==> config.mk <==
export PLATFORM = sky130hd
export DESIGN_NAME = pmcc_top
export DESIGN_NICKNAME = d
export VERILOG_FILES = /design/src/pmcc_pkg.sv /design/src/pmcc_clk_div.sv /design/src/pmcc_vreg.sv /design/src/pmcc_top.sv
export SDC_FILE = /design/constraint.sdc
export NUM_CORES = 1
export LEC_CHECK = 0
export ABC_CLOCK_PERIOD_IN_PS = 3700
export CORE_AREA = 5 5 76 113
export CTS_BUF_LIST = sky130_fd_sc_hd__clkbuf_2 sky130_fd_sc_hd__clkbuf_4 sky130_fd_sc_hd__clkbuf_8
export DETAILED_ROUTE_END_ITERATION = 8
export DIE_AREA = 0 0 81 118
export DONT_BUFFER_PORTS = 1
export PLACE_DENSITY = 0.74
export SETUP_SLACK_MARGIN = 0.2
export SLEW_MARGIN = 0
export SYNTH_ARGS = -nofsm -noshare
export SYNTH_HDL_FRONTEND = slang
export SYNTH_SLANG_ARGS = --single-unit
==> constraint.sdc <==
create_clock -name sys_clk -period 3.7 [get_ports sys_clk]
set_clock_uncertainty 0.1 [all_clocks]
set_input_delay 0.185 -clock sys_clk [delete_from_list [all_inputs] [get_ports sys_clk]]
set_output_delay 0.185 -clock sys_clk [all_outputs]
set_load 0.05 [all_outputs]
==> src/pmcc_pkg.sv <==
// constants, register map and mode type of the power mode and clock controller
`default_nettype none
package pmcc_pkg;
   localparam int ADDR_W = 5;
   localparam int DATA_W = 16;
   // register byte offsets
   localparam logic [4:0] OFF_PLL_CONTROL_REGISTER = 5'h00;
   localparam logic [4:0] OFF_PLL_DIV = 5'h04;
   localparam logic [4:0] OFF_REGULATOR_CONTROL_REGISTER = 5'h08;
   localparam logic [4:0] OFF_MODE_CMD = 5'h0c;
   localparam logic [4:0] OFF_STATUS = 5'h10;
   localparam logic [4:0] OFF_APPLIED = 5'h14;
   // pll control register fields
   localparam int PC_HALF_BIT = 0;
   localparam int PC_OFF_BIT = 1;
   localparam int PC_BYPASS_BIT = 8;
   localparam int PC_MULT_LSB = 9;
   localparam int MULT_W = 6;
   localparam logic [5:0] MULT_RESET = 6'h0a;
   // clock divider register fields
   localparam int DIV_SYS_LSB = 0;
   localparam int SYS_W = 4;
   localparam int DIV_CORE_LSB = 4;
   localparam int CORE_W = 2;
   localparam logic [3:0] SYS_RATIO_RESET = 4'h5;
   localparam logic [1:0] CORE_RATIO_RESET = 2'h0;
   localparam logic [3:0] SYS_RATIO_BAD = 4'h0;
   // regulator control register fields
   localparam int VR_SW_LSB = 0;
   localparam int VR_SW_W = 2;
   localparam int VR_LVL_LSB = 4;
   localparam int VR_LVL_W = 4;
   localparam int VR_BYP_BIT = 8;
   localparam logic [1:0] VR_SW_OFF = 2'h0;
   localparam logic [1:0] VR_SW_RESET = 2'h3;
   localparam logic [3:0] VR_LVL_RESET = 4'hb;
   localparam int MV_W = 12;
   localparam logic [11:0] VSTEP_MV = 12'h032;
   localparam logic [11:0] VBASE_MV = 12'h320;
   // mode command codes and status fields
   localparam int CMD_W = 2;
   localparam logic [1:0] CMD_RUN = 2'h0;
   localparam logic [1:0] CMD_SLEEP = 2'h1;
   localparam logic [1:0] CMD_DEEP = 2'h2;
   localparam int ST_ERR_BIT = 8;
   localparam int MODE_W = 6;
   localparam int BOOT_CYCLES = 16;
   localparam int BOOT_W = 5;
   typedef enum logic [5:0] {
      PM_FULLON = 6'h01,
      PM_ACTIVE = 6'h02,
      PM_SLEEP = 6'h04,
      PM_DEEP = 6'h08,
      PM_HIBER = 6'h10,
      PM_BOOT = 6'h20
   } pmcc_mode_t;
endpackage
`default_nettype wire

==> src/pmcc_clk_div.sv <==
// clock divider with gating that changes only on period boundaries
`default_nettype none
module pmcc_clk_div #(
   parameter int DIV_W = 4,
   parameter logic [3:0] RESET_DIV = 4'h1
) (
   // clock and reset
   input wire logic sys_clk,
   input wire logic rstn,
   // source ticks and control
   input wire logic srcTick,
   input wire logic runReq,
   input wire logic [DIV_W-1:0] divisor,
   // divided clock
   output logic tick,
   output logic running
);
   logic [DIV_W-1:0] cnt_reg, cnt_next, div_reg, div_next;
   logic run_reg, run_next, tick_reg, tick_next;
   logic boundary;

   // divisor and gate are latched only at the end of a full period: no truncated pulse
   always_comb begin
      boundary = srcTick && (cnt_reg >= div_reg - 1'b1);
      cnt_next = cnt_reg;
      div_next = div_reg;
      run_next = run_reg;
      if (boundary) begin
         cnt_next = '0;
         div_next = divisor;
         run_next = runReq;
      end else if (srcTick) begin
         cnt_next = cnt_reg + 1'b1;
      end
      tick_next = boundary && run_next;
   end

   always_ff @(posedge sys_clk) begin
      if (!rstn) begin
         cnt_reg <= '0;
         div_reg <= RESET_DIV[DIV_W-1:0];
         run_reg <= 1'b1;
         tick_reg <= 1'b0;
      end else begin
         cnt_reg <= cnt_next;
         div_reg <= div_next;
         run_reg <= run_next;
         tick_reg <= tick_next;
      end
   end

   assign tick = tick_reg;
   assign running = run_reg;
endmodule
`default_nettype wire

==> src/pmcc_vreg.sv <==
// regulator control: on/off decision and voltage target in millivolts
`default_nettype none
module pmcc_vreg (
   // clock and reset
   input wire logic sys_clk,
   input wire logic rstn,
   // control
   input wire logic enable,
   input wire logic bypassReq,
   input wire logic [pmcc_pkg::VR_LVL_W-1:0] level,
   // results
   output logic regOn,
   output logic [pmcc_pkg::MV_W-1:0] vintMv
);
   import pmcc_pkg::*;
   logic regOn_reg, regOn_next;
   logic [MV_W-1:0] mv_reg, mv_next;

   function automatic logic [MV_W-1:0] levelToMv(input logic [VR_LVL_W-1:0] lvl);
      logic [MV_W+VR_LVL_W-1:0] prod;
      prod = VSTEP_MV * lvl;
      return VBASE_MV + prod[MV_W-1:0];
   endfunction

   always_comb begin
      regOn_next = enable && !bypassReq;
      mv_next = levelToMv(level);
   end

   always_ff @(posedge sys_clk) begin
      if (!rstn) begin
         regOn_reg <= 1'b1;
         mv_reg <= VBASE_MV + VSTEP_MV * VR_LVL_RESET;
      end else begin
         regOn_reg <= regOn_next;
         mv_reg <= mv_next;
      end
   end

   assign regOn = regOn_reg;
   assign vintMv = mv_reg;
endmodule
`default_nettype wire

==> src/pmcc_top.sv <==
// power mode sequencer, clock control registers and clock dividers
//
// Chosen here: the strobed register port and the register offsets.
`default_nettype none
// Summary of operation
// - full-on runs pll not bypassed, enabled unless entered from deep sleep with it off; it is the mode after reset
// - active mode keeps pll enabled unless software switches it off, but bypassed; clocks run at input rate
// - multiplier writes accepted in active, applied only on entering full-on
// - active mode allows dma to on-chip memories
// - pll may be disabled in active; it must be on before full-on or sleep, though deep sleep exit with bypass clear enters full-on with it off
// - sleep gates core clock, keeps pll and system clock running
// - wakeup in sleep samples the bypass bit to pick the resumed mode
// - sleep allows dma to external memory only
// - deep sleep gates core and system clocks
// - deep sleep blocks asynchronous peripheral accesses
// - deep sleep ends only on the reset pin
// - deep sleep exit goes full-on if bypass clear, active if set
// - writing 00 to the regulator switch field in full-on or active enters hibernate, clocks stopped
// - in hibernate the external pins are released to high impedance
// - reset pin in hibernate restarts the regulator and runs a boot sequence
// - voltage target comes from the regulator level field in 50 mV steps
// - the regulator may be disabled and bypassed by software
// - pll output is input clock times a programmable 0.5x to 63x factor
// - multiplier defaults to 10x after reset
// - divider writes change derived clocks at the next period boundary, no mode change needed
// - system clock is pll output divided by system ratio 1 to 15
// - system ratio changes take effect without pll relock
// - core ratio codes 0 to 3 divide pll output by 1, 2, 4, 8
module pmcc_top (
   // clock and reset
   input wire logic sys_clk,
   input wire logic rstn,
   // register port
   input wire logic [pmcc_pkg::ADDR_W-1:0] regAddr,
   input wire logic [pmcc_pkg::DATA_W-1:0] regWdata,
   input wire logic regWr,
   input wire logic regRd,
   output logic [pmcc_pkg::DATA_W-1:0] regRdata,
   // external events
   input wire logic wakeup,
   input wire logic resetPin,
   // pll output edges from the analog pll
   input wire logic vcoTick,
   // clock control
   output logic coreTick,
   output logic sysTick,
   output logic coreClkOn,
   output logic sysClkOn,
   output logic pllEnable,
   output logic pllBypass,
   output logic pllHalfInput,
   output logic [pmcc_pkg::MULT_W-1:0] pllMultiplier,
   // access permissions and pins
   output logic dmaOnChipAllow,
   output logic dmaExtAllow,
   output logic asyncAccessAllow,
   output logic pinOutEnN,
   // regulator and sequencing
   output logic regulatorOn,
   output logic [pmcc_pkg::MV_W-1:0] vintMillivolts,
   output logic bootStart,
   output logic [pmcc_pkg::MODE_W-1:0] modeState
);
   import pmcc_pkg::*;

   pmcc_mode_t mode_reg, mode_next;
   logic [MULT_W-1:0] mult_reg, mult_next, multApplied_reg, multApplied_next;
   logic half_reg, half_next, halfApplied_reg, halfApplied_next;
   logic pllOff_reg, pllOff_next, bypass_reg, bypass_next;
   logic [SYS_W-1:0] sysRatio_reg, sysRatio_next;
   logic [CORE_W-1:0] coreRatio_reg, coreRatio_next;
   logic [VR_SW_W-1:0] vrSw_reg, vrSw_next;
   logic [VR_LVL_W-1:0] vrLvl_reg, vrLvl_next;
   logic vrByp_reg, vrByp_next, err_reg, err_next;
   logic [BOOT_W-1:0] bootCnt_reg, bootCnt_next;
   logic [DATA_W-1:0] rdata_reg, rdata_next;
   logic pllEn_reg, pllEn_next, pllByp_reg, pllByp_next;
   logic dmaOn_reg, dmaOn_next, dmaExt_reg, dmaExt_next, async_reg, async_next;
   logic pinEnN_reg, pinEnN_next, boot_reg, boot_next;
   logic wrPll, wrDiv, wrVr, wrCmd, wrStat, refuse, enterHiber;
   logic coreRun, sysRun, srcTick;
   logic [SYS_W-1:0] coreDivisor;
   logic [CMD_W-1:0] cmdCode;

   // core ratio code to divisor
   function automatic logic [SYS_W-1:0] coreDiv(input logic [CORE_W-1:0] code);
      return SYS_W'(1) << code;
   endfunction

   // resume mode chosen by the bypass bit
   function automatic pmcc_mode_t resumeMode(input logic byp);
      return byp ? PM_ACTIVE : PM_FULLON;
   endfunction

   always_comb begin
      wrPll = regWr && (regAddr == OFF_PLL_CONTROL_REGISTER);
      wrDiv = regWr && (regAddr == OFF_PLL_DIV);
      wrVr = regWr && (regAddr == OFF_REGULATOR_CONTROL_REGISTER);
      wrCmd = regWr && (regAddr == OFF_MODE_CMD);
      wrStat = regWr && (regAddr == OFF_STATUS);
      cmdCode = regWdata[CMD_W-1:0];
      enterHiber = wrVr && (regWdata[VR_SW_LSB +: VR_SW_W] == VR_SW_OFF);
   end

   // mode sequencer
   always_comb begin
      mode_next = mode_reg;
      refuse = 1'b0;
      bootCnt_next = '0;
      case (mode_reg)
         PM_FULLON, PM_ACTIVE: begin
            if (enterHiber) begin
               mode_next = PM_HIBER;
            end else if (wrCmd) begin
               case (cmdCode)
                  CMD_RUN: begin
                     if (bypass_reg) begin
                        mode_next = PM_ACTIVE;
                     end else if (pllOff_reg) begin
                        refuse = 1'b1;
                     end else begin
                        mode_next = PM_FULLON;
                     end
                  end
                  CMD_SLEEP: begin
                     if (pllOff_reg) begin
                        refuse = 1'b1;
                     end else begin
                        mode_next = PM_SLEEP;
                     end
                  end
                  CMD_DEEP: mode_next = PM_DEEP;
                  default: refuse = 1'b1;
               endcase
            end
         end
         PM_SLEEP: begin
            if (wakeup) begin
               mode_next = resumeMode(bypass_reg);
            end
         end
         PM_DEEP: begin
            // wakeup is deliberately not looked at here
            if (resetPin) begin
               mode_next = resumeMode(bypass_reg);
            end
         end
         PM_HIBER: begin
            if (resetPin) begin
               mode_next = PM_BOOT;
            end
         end
         PM_BOOT: begin
            bootCnt_next = bootCnt_reg + 1'b1;
            if (bootCnt_reg == BOOT_W'(BOOT_CYCLES - 1)) begin
               mode_next = PM_FULLON;
               bootCnt_next = '0;
            end
         end
         default: mode_next = PM_FULLON;
      endcase
   end

   // control fields; hibernate exit reloads them, the internal supply having been off
   always_comb begin
      mult_next = mult_reg;
      half_next = half_reg;
      pllOff_next = pllOff_reg;
      bypass_next = bypass_reg;
      sysRatio_next = sysRatio_reg;
      coreRatio_next = coreRatio_reg;
      vrSw_next = vrSw_reg;
      vrLvl_next = vrLvl_reg;
      vrByp_next = vrByp_reg;
      multApplied_next = multApplied_reg;
      halfApplied_next = halfApplied_reg;
      if (mode_reg == PM_HIBER && mode_next == PM_BOOT) begin
         mult_next = MULT_RESET;
         half_next = 1'b0;
         pllOff_next = 1'b0;
         bypass_next = 1'b0;
         sysRatio_next = SYS_RATIO_RESET;
         coreRatio_next = CORE_RATIO_RESET;
         vrSw_next = VR_SW_RESET;
         vrLvl_next = VR_LVL_RESET;
         vrByp_next = 1'b0;
      end else begin
         if (wrPll) begin
            mult_next = regWdata[PC_MULT_LSB +: MULT_W];
            half_next = regWdata[PC_HALF_BIT];
            bypass_next = regWdata[PC_BYPASS_BIT];
            // the pll may only be switched off in active mode
            if (mode_reg == PM_ACTIVE || !regWdata[PC_OFF_BIT]) begin
               pllOff_next = regWdata[PC_OFF_BIT];
            end
         end
         if (wrDiv) begin
            coreRatio_next = regWdata[DIV_CORE_LSB +: CORE_W];
            if (regWdata[DIV_SYS_LSB +: SYS_W] != SYS_RATIO_BAD) begin
               sysRatio_next = regWdata[DIV_SYS_LSB +: SYS_W];
            end
         end
         if (wrVr) begin
            vrSw_next = regWdata[VR_SW_LSB +: VR_SW_W];
            vrLvl_next = regWdata[VR_LVL_LSB +: VR_LVL_W];
            vrByp_next = regWdata[VR_BYP_BIT];
         end
      end
      // new ratio reaches the pll only when full-on is entered
      if (mode_next == PM_FULLON && mode_reg != PM_FULLON) begin
         multApplied_next = mult_reg;
         halfApplied_next = half_reg;
      end
   end

   // derived outputs, aligned with the mode register
   always_comb begin
      err_next = (err_reg && !(wrStat && regWdata[ST_ERR_BIT])) || refuse; // set wins
      pllEn_next = !pllOff_next && (mode_next != PM_DEEP) && (mode_next != PM_HIBER);
      case (mode_next)
         PM_FULLON: pllByp_next = 1'b0;
         PM_SLEEP: pllByp_next = pllByp_reg;
         default: pllByp_next = 1'b1;
      endcase
      dmaOn_next = (mode_next == PM_FULLON) || (mode_next == PM_ACTIVE);
      dmaExt_next = dmaOn_next || (mode_next == PM_SLEEP);
      async_next = dmaExt_next || (mode_next == PM_BOOT);
      pinEnN_next = (mode_next == PM_HIBER);
      boot_next = (mode_next == PM_BOOT) && (mode_reg == PM_HIBER);
      coreRun = (mode_reg == PM_FULLON) || (mode_reg == PM_ACTIVE) || (mode_reg == PM_BOOT);
      sysRun = coreRun || (mode_reg == PM_SLEEP);
      // bypassed or stopped pll: dividers count the input clock itself
      srcTick = pllByp_reg || !pllEn_reg || vcoTick;
      coreDivisor = coreDiv(coreRatio_reg);
   end

   // register read; data stand only in the cycle after the strobe
   always_comb begin
      rdata_next = '0;
      if (regRd) begin
         case (regAddr)
            OFF_PLL_CONTROL_REGISTER: begin
               rdata_next[PC_MULT_LSB +: MULT_W] = mult_reg;
               rdata_next[PC_HALF_BIT] = half_reg;
               rdata_next[PC_OFF_BIT] = pllOff_reg;
               rdata_next[PC_BYPASS_BIT] = bypass_reg;
            end
            OFF_PLL_DIV: begin
               rdata_next[DIV_SYS_LSB +: SYS_W] = sysRatio_reg;
               rdata_next[DIV_CORE_LSB +: CORE_W] = coreRatio_reg;
            end
            OFF_REGULATOR_CONTROL_REGISTER: begin
               rdata_next[VR_SW_LSB +: VR_SW_W] = vrSw_reg;
               rdata_next[VR_LVL_LSB +: VR_LVL_W] = vrLvl_reg;
               rdata_next[VR_BYP_BIT] = vrByp_reg;
            end
            OFF_STATUS: begin
               rdata_next[MODE_W-1:0] = mode_reg;
               rdata_next[ST_ERR_BIT] = err_reg;
            end
            OFF_APPLIED: begin
               rdata_next[PC_MULT_LSB +: MULT_W] = multApplied_reg;
               rdata_next[PC_HALF_BIT] = halfApplied_reg;
            end
            default: rdata_next = '0;
         endcase
      end
   end

   always_ff @(posedge sys_clk) begin
      if (!rstn) begin
         mode_reg <= PM_FULLON;
         mult_reg <= MULT_RESET;
         multApplied_reg <= MULT_RESET;
         half_reg <= 1'b0;
         halfApplied_reg <= 1'b0;
         pllOff_reg <= 1'b0;
         bypass_reg <= 1'b0;
         sysRatio_reg <= SYS_RATIO_RESET;
         coreRatio_reg <= CORE_RATIO_RESET;
         vrSw_reg <= VR_SW_RESET;
         vrLvl_reg <= VR_LVL_RESET;
         vrByp_reg <= 1'b0;
         err_reg <= 1'b0;
         bootCnt_reg <= '0;
         rdata_reg <= '0;
         pllEn_reg <= 1'b1;
         pllByp_reg <= 1'b0;
         dmaOn_reg <= 1'b1;
         dmaExt_reg <= 1'b1;
         async_reg <= 1'b1;
         pinEnN_reg <= 1'b0;
         boot_reg <= 1'b0;
      end else begin
         mode_reg <= mode_next;
         mult_reg <= mult_next;
         multApplied_reg <= multApplied_next;
         half_reg <= half_next;
         halfApplied_reg <= halfApplied_next;
         pllOff_reg <= pllOff_next;
         bypass_reg <= bypass_next;
         sysRatio_reg <= sysRatio_next;
         coreRatio_reg <= coreRatio_next;
         vrSw_reg <= vrSw_next;
         vrLvl_reg <= vrLvl_next;
         vrByp_reg <= vrByp_next;
         err_reg <= err_next;
         bootCnt_reg <= bootCnt_next;
         rdata_reg <= rdata_next;
         pllEn_reg <= pllEn_next;
         pllByp_reg <= pllByp_next;
         dmaOn_reg <= dmaOn_next;
         dmaExt_reg <= dmaExt_next;
         async_reg <= async_next;
         pinEnN_reg <= pinEnN_next;
         boot_reg <= boot_next;
      end
   end

   // core and system dividers; gate changes wait for a period boundary
   pmcc_clk_div #(.DIV_W(SYS_W), .RESET_DIV(SYS_W'(1))) coreDivInst (
      .sys_clk(sys_clk),
      .rstn(rstn),
      .srcTick(srcTick),
      .runReq(coreRun),
      .divisor(coreDivisor),
      .tick(coreTick),
      .running(coreClkOn)
   );

   pmcc_clk_div #(.DIV_W(SYS_W), .RESET_DIV(SYS_RATIO_RESET)) sysDivInst (
      .sys_clk(sys_clk),
      .rstn(rstn),
      .srcTick(srcTick),
      .runReq(sysRun),
      .divisor(sysRatio_reg),
      .tick(sysTick),
      .running(sysClkOn)
   );

   pmcc_vreg vregInst (
      .sys_clk(sys_clk),
      .rstn(rstn),
      .enable(mode_next != PM_HIBER),
      .bypassReq(vrByp_reg),
      .level(vrLvl_reg),
      .regOn(regulatorOn),
      .vintMv(vintMillivolts)
   );

   assign regRdata = rdata_reg;
   assign pllEnable = pllEn_reg;
   assign pllBypass = pllByp_reg;
   assign pllHalfInput = halfApplied_reg;
   assign pllMultiplier = multApplied_reg;
   assign dmaOnChipAllow = dmaOn_reg;
   assign dmaExtAllow = dmaExt_reg;
   assign asyncAccessAllow = async_reg;
   assign pinOutEnN = pinEnN_reg;
   assign bootStart = boot_reg;
   assign modeState = mode_reg;
endmodule
`default_nettype wire

==> flow_summary.toml, run 1 <==
[cts]
cts_tree = "yes"
worstSkewPairLatency_ps = 370
clockRootBuffer = "clkbuf_8"
h-tree-depth = 3
cts_sinks = 94
cts_resized = 0
post_cts_buffers = 0
cts_buffers = 9
clockBufferDepth = 2
clkSlewWorstSetupHoldPaths_ps = 90

[route]
first_iter_violations = 244
wl_mm = 11.3
wl_per_cell_um = 18.4
post-route-drc-count = 0
drtPass1Iterations = 5
via_per_inst = 6.04
ant_nets = 0
dr_total_vias = 3711

[global_route]
grt_pass1_wl_mm = 18.1
top_usage_layer = "met2"
grt_util_all_layers = 0.245
use_met2 = 0.428
grtUsageMet1 = 0.261
grt_max_degree = 31
grt_overflow_total = 0
antenna_found_initial = 0
grt_pass1_vias = 3707
grt.met3_usage = 0.0704

[final_layout]
final_nets = 561
layout-drive-gt1-share = 0.0605
largest_reg_flops = 15
n_antenna_cell = 0
syn_to_final_growth_pct = 10.7

[floorplan]
placementRows = 39
dieArea_mm2 = 0.00956
die_width_um = 81
fp.dieH_um = 118
core-area_mm2 = 0.00751
io_pins = 81
initial_utilization = 0.580

[sta]
tns_ps = 0
fin_ws_ps = 932
tightest_slew_ps = 1180
min_period_ps = 2770
fmax_mhz = 361
slew_violations = 0
hold_viol = 0
setup-violations-final = 0
fin_crit_sh = 0.748
relSlewSlack = 0.212
rsz0062_at_grt = "no"

[critical_path]
cpMostUsedCell = "o21ai_0"
slowest_delay_ps = 660
worstPathRequired_ps = 3830
crit_slowest_cell = "nor4_1"
path_max_fanout = 10
critical_path_class = "reg -> reg"
r2r_start = "modeState[0]$_SDFF_PN1_"
worstSetupEndpointType = "register"
crit_chain = "nor4_1 > nor2b_1 > o21ai_0 > nand2_1 > nor2_1 > o21ai_0"
setup.worst_path.start_class = "register"
setup.worst_path.start = "modeState[0]$_SDFF_PN1_"
cp.arrival_ps = 2900

[synth]
syn_avg_cell_area_um2 = 8.82
synthTopCellsByArea = "dfxtp_1, ha_1, nand2_1"
netlist_area_mm2 = 0.00436
yosysSeqAreaShare = 0.432
synth_top_area_share = 0.432
syn_inst = 494
synth_edf_count = 0
synth_largest_area_cell = "dfxtp_1"
synth_ff_type = "dfxtp_1"
ys_warn_count = 0
synth_most_common_cell = "dfxtp_1"
async_flop_share = 0
synthTopCellsByCount = "dfxtp_1, nand2_1, nor2_1"
postSynthRegisterBits = 94
synth_cell_types = 62

[power_and_ir_drop]
vdd_drop_max_mv = 0.252
p_per_area_mw_per_mm2 = 454
leakagePower_uw = 0.00187

[min_path]
hold_start = "regWdata[3]"
min_path_type = "in -> reg"

[place]
gp_congestion = 0.893
dpl.hpwl_mm = 8.03
dp_slack_ps = 913
io_buffers = 0

[run_status]
outcome = "finished clean"

[job]
cap_violations = 0
==> report_power, final <==
part / switching [uW] / internal (uW) / leakage (uW)
combinational: 236 / 151 / 0.00102
sequential: 107 / 1050 / 0.000760
clock: 374 / 266 / 0.0000853
total: 717 / 1470 / 0.00187
==> worst max-delay path, delay by kind of cell (launching register included) <==
family,cells,cell delay (ps)
AOI/OAI and AO/OA,2,430
and+or+nand+nor,4,1480
DFF,1,620
==> logic make-up (layout without fill, tap and decap cells) <==
kind of cell	after synthesis	count (layout)	share of synthesized area
AND/OR/NAND/NOR	187	187	0.221
AO/OA/AOI/OAI	107	107	0.163
flip-flops	94	94	0.432
buffers and inverters	53	69	0.0511
adder cells (fa/ha/maj)	27	27	0.0787
XOR/XNOR	16	16	0.0322
multiplexers	9	9	0.0207
other	1	3	0.000861
==> cells in the final DEF, fill, tap and decap left out, types with 6 or more instances in the layout <==
master,netlist,layout
a21oi_1,28,28
and2_1,8,8
o211ai_1,6,6
nor3_1,12,12
clkbuf_8,0,10
dlygate4sd3_1,0,26
nand2_1,51,51
a22oi_1,12,12
ha_1,25,25
nor2_1,36,36
inv_1,24,24
and3_1,7,7
o21ai_0,22,22
mux2i_1,9,9
dfxtp_1,94,94
nand3_1,29,29
nor2b_1,8,8
xnor2_1,11,11
a21o_1,6,6
==> final cells by class <==
cell class                 instances  area [um^2]
timing repair buffer              28          275
clock buffer                      10          138
fill                             693         2690
tap                              102          128
multi-input combinational        349         2260
clock inverter                     6         45.0
inverter                          25         93.8
sequential                        94         1880
==> worst paths after layout <==
path         slack (ps)                             to  cells after the start
max                 930  pllMultiplier[0]$_SDFFE_PN0P_                      6
min                  10   sysRatio_reg[1]$_SDFFE_PP0P_                      3
max reg2reg         930  pllMultiplier[0]$_SDFFE_PN0P_                      6
min reg2reg         360      bootCnt_reg[0]$_SDFF_PP0_                      1
==> repair_timing <==
action                                  CTS  global route
hold buffers                             26             0
endpoints found under the setup margin    0             0
hold endpoints to repair                 61             0
==> per-stage QoR <==
stage	power, uW	hold WS [ps]	utilization	instance area (um^2)	instances
4_1_cts	2190	0.306	0.642	4820	614
2_1_floorplan	1470	209	-	4360	496
3_5_place_dp	1540	157	0.583	4380	572
5_1_grt	2300	21.6	0.642	4820	614
3_3_place_gp	1520	153	0.583	4380	572
6_report	2190	12.2	0.642	4820	614
==> metal layers <==
layer | share of wire | wire length (um)
met4 | 0.038 | 430
met3 | 0.072 | 811
met1 | 0.36 | 4050
met2 | 0.53 | 6010
met5 | 0 | 0
(Power assumes the default switching activity.)
==> inputs of run 2 (changes only) <==
--- a/config.mk
+++ b/config.mk
@@ -5,13 +5,13 @@
 export SDC_FILE = /design/constraint.sdc
 export NUM_CORES = 1
 export LEC_CHECK = 0
-export ABC_CLOCK_PERIOD_IN_PS = 3700
-export CORE_AREA = 5 5 76 113
+export ABC_CLOCK_PERIOD_IN_PS = 2400
+export CORE_AREA = 5 5 77 114
 export CTS_BUF_LIST = sky130_fd_sc_hd__clkbuf_2 sky130_fd_sc_hd__clkbuf_4 sky130_fd_sc_hd__clkbuf_8
 export DETAILED_ROUTE_END_ITERATION = 8
-export DIE_AREA = 0 0 81 118
+export DIE_AREA = 0 0 82 119
 export DONT_BUFFER_PORTS = 1
-export PLACE_DENSITY = 0.74
+export PLACE_DENSITY = 0.75
 export SETUP_SLACK_MARGIN = 0.2
 export SLEW_MARGIN = 0
 export SYNTH_ARGS = -nofsm -noshare
==> constraint.sdc (replaced) <==
create_clock -name sys_clk -period 2.4 [get_ports sys_clk]
set_clock_uncertainty 0.1 [all_clocks]
set_input_delay 0.12 -clock sys_clk [delete_from_list [all_inputs] [get_ports sys_clk]]
set_output_delay 0.12 -clock sys_clk [all_outputs]
set_load 0.05 [all_outputs]
==> run 2 against run 1 <==
  * Non-clock buffer count grew 44
  * Die area up 2.1%
  * Largest power group unchanged
  * Combinational power rose by 110%
  * Count of clock-buffer cells in the layout rose by 3
  * First-iteration DRC count is 7.0% lower
==> flow_summary.toml, run 2 (synthesis results as in run 1) <==
[final_layout]
num-fill-cells = 616
layout_common_cells = "dfxtp_1, nand2_1, dlygate4sd3_1, nor2_1, buf_4"
final_nets = 605
utilization = 0.708
n_antenna_cell = 0
syn_to_final_growth_pct = 23.7
layout-drive-gt1-share = 0.173
largest_reg_flops = 15
final_common_cell = "dfxtp_1"

[sta]
fin_crit_sh = 0.913
min_period_ps = 2190
rsz0062_at_grt = "yes"
tns_ps = 0
relSlewSlack = 0.525
hold_viol = 0
fmax_mhz = 456
tightest_slew_ps = 710
setup-violations-final = 0
hold-worst-slack_ps = 21.9
slew_violations = 0

[power_and_ir_drop]
vdd_drop_max_mv = 0.657
total_power_uw = 3740
leakagePower_uw = 0.00210
p_per_area_mw_per_mm2 = 694

[route]
first_iter_violations = 227
drtPass1Iterations = 5
via_per_inst = 5.94
dr_total_vias = 3908
wl_per_cell_um = 18.3
wl_mm = 12.0
post-route-drc-count = 0
ant_nets = 0

[global_route]
grt_pass1_wl_mm = 19.0
antenna_found_initial = 0
grt_overflow_total = 0
grt_max_degree = 20
grt_util_all_layers = 0.255
grt_pass1_vias = 3886

[floorplan]
core-area_mm2 = 0.00761
placementRows = 39
fp.dieH_um = 119
io_pins = 81
die_width_um = 82
initial_utilization = 0.572
dieArea_mm2 = 0.00976

[critical_path]
path_max_fanout = 3
critical_path_class = "reg -> reg"
worstSetupEndpointType = "register"
cp.arrival_ps = 2390
worstPathRequired_ps = 2600
setup.worst_path.start_class = "register"

[cts]
cts_buffers = 9
cts_sinks = 94
worstSkewPairLatency_ps = 370
clockRootBuffer = "clkbuf_8"
cts_tree = "yes"
h-tree-depth = 3
clockBufferDepth = 2
clkSlewWorstSetupHoldPaths_ps = 90

[place]
dpl.hpwl_mm = 8.33
gp_congestion = 0.937
io_buffers = 0

[min_path]
min_path_type = "in -> reg"

[run_status]
outcome = "finished clean"

[job]
cap_violations = 0
[run 2: final timing paths]
check,end,from,slack [ps],depth (start not counted)
worst max-delay path,coreDivInst.cnt_reg[3]$_SDFFE_PP0P_,coreDivInst.div_reg[0]$_SDFFE_PN1P_,210,8
worst min-delay path,regRdata[0]$_SDFF_PN0_,regRd,20,3
worst max register to register,coreDivInst.cnt_reg[3]$_SDFFE_PP0P_,coreDivInst.div_reg[0]$_SDFFE_PN1P_,210,8
worst min register to register,bootCnt_reg[0]$_SDFF_PP0_,bootCnt_reg[0]$_SDFF_PP0_,360,1
[run 2: metal layers]
layer | wire (um) | GRT usage | vias to the layer above | part of all wire
li1 | - | - | 1856 | -
met1 | 4350 | 0.282 | 1857 | 0.36
met2 | 6450 | 0.439 | 158 | 0.54
met3 | 821 | 0.0710 | 37 | 0.068
met4 | 398 | 0.121 | 0 | 0.033
met5 | 0 | 0 | - | 0
[run 2: power breakdown]
group / switching (uW) / leakage, uW / internal (uW)
registers: 149 / 0.000761 / 1630
logic: 432 / 0.00122 / 364
clock network: 531 / 0.000115 / 636
[run 2: what timing repair did]
item                                   in CTS  in global routing
gates cloned                                0                  0
gates resized for setup                     6                 30
endpoints found under the hold margin      69                  0
pin swaps                                   5                 13
setup endpoints to repair                   2                 24
buffers inserted                            1                  4
hold buffers                               41                  0
[run 2: worst max-delay path, stage by stage, from the launching register on]
cell,delay [ps]
dfxtp_2,370
inv_4,50
ha_4,260
ha_4,190
a21o_1,190
a21o_1,170
a21o_1,190
or4_1,470
a31oi_1,140
[run 2: layout make-up]
type	instances	area [um^2]	area share
well taps	102	128	0.0237
inverters	25	96.3	0.0179
repair buffers	72	643	0.119
clock buffers	13	154	0.0286
clock inverters	3	68.8	0.0128
multi-input cells	349	2400	0.445
flip-flops and latches	94	1900	0.353
[run 2: stage by stage]
step           instance area [um^2]  cells  worst slack (ps)
6_report                       5390    658               209
5_1_grt                        5390    658              97.0
4_1_cts                        5220    654               195
3_5_place_dp                   4570    596              77.9
3_3_place_gp                   4570    596               143
2_1_floorplan                  4370    496               201
==> inputs of run 3 (changes only) <==
--- a/config.mk
+++ b/config.mk
@@ -11,7 +11,7 @@
 export DETAILED_ROUTE_END_ITERATION = 8
 export DIE_AREA = 0 0 82 119
 export DONT_BUFFER_PORTS = 1
-export PLACE_DENSITY = 0.75
+export PLACE_DENSITY_LB_ADDON = 0.08
 export SETUP_SLACK_MARGIN = 0.2
 export SLEW_MARGIN = 0
 export SYNTH_ARGS = -nofsm -noshare
==> run 3 against run 2 <==
  * Combinational power down 2.6%
  * Fmax up 1.5%
  * Global-route usage up 0.18 points
  * Flip-flop and latch count unchanged
  * Hold slack worse by 12 ps
  * Non-clock buffer count down 11
  * Highest routed layer unchanged
  * First-iteration DRC count down 2.2%
  * Sequential power about the same
==> flow_summary.toml, run 3 (synthesis results as in run 1) <==
[power_and_ir_drop]
leakagePower_uw = 0.00209
switching_power_uw = 1130
seqPwrFrac = 0.473
power_frac_comb = 0.206
intPower_uw = 2620
vdd_drop_max_mv = 0.433
p_clk_frac = 0.321
p_per_area_mw_per_mm2 = 712
swShare = 0.302

[floorplan]
dieArea_mm2 = 0.00976
io_pins = 81
initial_utilization = 0.572
placementRows = 39
fp.dieH_um = 119
die_width_um = 82
core-area_mm2 = 0.00761

[sta]
slew_violations = 0
fin_crit_sh = 0.900
fmax_mhz = 463
fin_ws_ps = 241
tightest_slew_ps = 578
rsz0062_at_grt = "no"
min_period_ps = 2160
hold-worst-slack_ps = 9.73
hold_viol = 0
setup-violations-final = 0
relSlewSlack = 0.614
tns_ps = 0

[critical_path]
setup.worst_path.start = "regAddr[1]"
worstPathRequired_ps = 2630
path_max_fanout = 7
cp.arrival_ps = 2390
worstSetupEndpointType = "register"
r2r_start = "coreDivInst.div_reg[1]$_SDFFE_PN0P_"
critical_path_class = "in -> reg"
setup.worst_path.start_class = "input pin"

[final_layout]
utilization = 0.693
syn_to_final_growth_pct = 21.0
layout_common_cells = "dfxtp_1, nand2_1, nor2_1, buf_4, nand3_1"
layout-drive-gt1-share = 0.167
final_common_cell = "dfxtp_1"
final_nets = 594
largest_reg_flops = 15
n_antenna_cell = 0

[global_route]
grt_pass1_vias = 3980
antenna_found_initial = 0
grt_pass1_wl_mm = 19.0
grt_max_degree = 33
grt_overflow_total = 0
grt_util_all_layers = 0.257

[cts]
clkSlewWorstSetupHoldPaths_ps = 90
clockBufferDepth = 2
h-tree-depth = 3
cts_buffers = 9
clockRootBuffer = "clkbuf_8"
cts_tree = "yes"
cts_sinks = 94
worstSkewPairLatency_ps = 380

[job]
cap_violations = 0

[route]
wl_mm = 12.1
post-route-drc-count = 0
first_iter_violations = 222
wl_per_cell_um = 18.7
dr_total_vias = 3832
drtPass1Iterations = 5
ant_nets = 0
via_per_inst = 5.92

[place]
io_buffers = 0
gp_congestion = 0.938
dpl.hpwl_mm = 8.35
dp_slack_ps = 90.5

[min_path]
min_path_type = "in -> reg"
hold_start = "regWr"

[run_status]
outcome = "finished clean"
[run 3: cell types whose count changed in the layout (fill, tap and decap cells not counted), sizes merged]
cell         delta
clkinv          +1
clkinvlp        +1
dlygate4sd3    -13
clkbuf          -2
buf             +2
[run 3: final cells by class]
| cell class | count | area, um^2 |
|---|---|---|
| clock inverter | 5 | 81.3 |
| sequential | 94 | 1900 |
| multi-input combinational | 349 | 2380 |
| clock buffer | 11 | 151 |
| fill | 630 | 2340 |
| tap | 102 | 128 |
| timing repair buffer | 61 | 541 |
| inverter | 25 | 96.3 |
[run 3: metal layers]
layer,wire (um),share of wire,track usage,vias to the layer above
met4,512,0.042,0.151,0
met1,4270,0.35,0.258,1820
met5,0,0,0,-
met3,691,0.057,0.0755,38
met2,6610,0.55,0.452,139
li1,-,-,-,1835
[run 3: path summary, 6_finish.rpt]
| path | to | slack [ps] | cells past startpoint |
|---|---|---|---|
| setup / recovery | regRdata[1]$_SDFF_PN0_ | 240 | 7 |
| hold / removal | mult_reg[4]$_SDFFE_PP0P_ | 10 | 3 |
| setup reg to reg | coreDivInst.cnt_reg[3]$_SDFFE_PP0P_ | 280 | 8 |
| hold reg to reg | bootCnt_reg[0]$_SDFF_PP0_ | 360 | 1 |
[run 3: critical path: stages]
cell and delay, ps:
dlygate4sd3_1 570, or3_1 450, nor3b_1 220, buf_4 190
a222oi_1 130, a21oi_2 160, dlygate4sd3_1 540
[run 3: power groups by stage]
stage	sequential, uW	clock (uW)	combinational, uW
2_1_floorplan	1800	0	459
5_1_grt	1780	1300	860
3_5_place_dp	1800	0	628
6_report	1770	1200	775
4_1_cts	1770	1220	708
3_3_place_gp	1800	0	613
[run 3: metrics by stage]
| step | std cells | total power (uW) | cell area (um^2) |
|---|---|---|---|
| 6_report | 647 | 3750 | 5270 |
| 5_1_grt | 647 | 3950 | 5270 |
| 4_1_cts | 646 | 3700 | 5150 |
| 3_5_place_dp | 599 | 2430 | 4590 |
| 3_3_place_gp | 599 | 2420 | 4590 |
| 2_1_floorplan | 496 | 2260 | 4370 |
[run 3: what timing repair did]
action	CTS	global route
pin swaps	1	9
hold buffers	30	0
endpoints found under the hold margin	63	0
gates cloned	0	0
setup endpoints to repair	5	29
buffers inserted	1	2
resized for setup	2	27
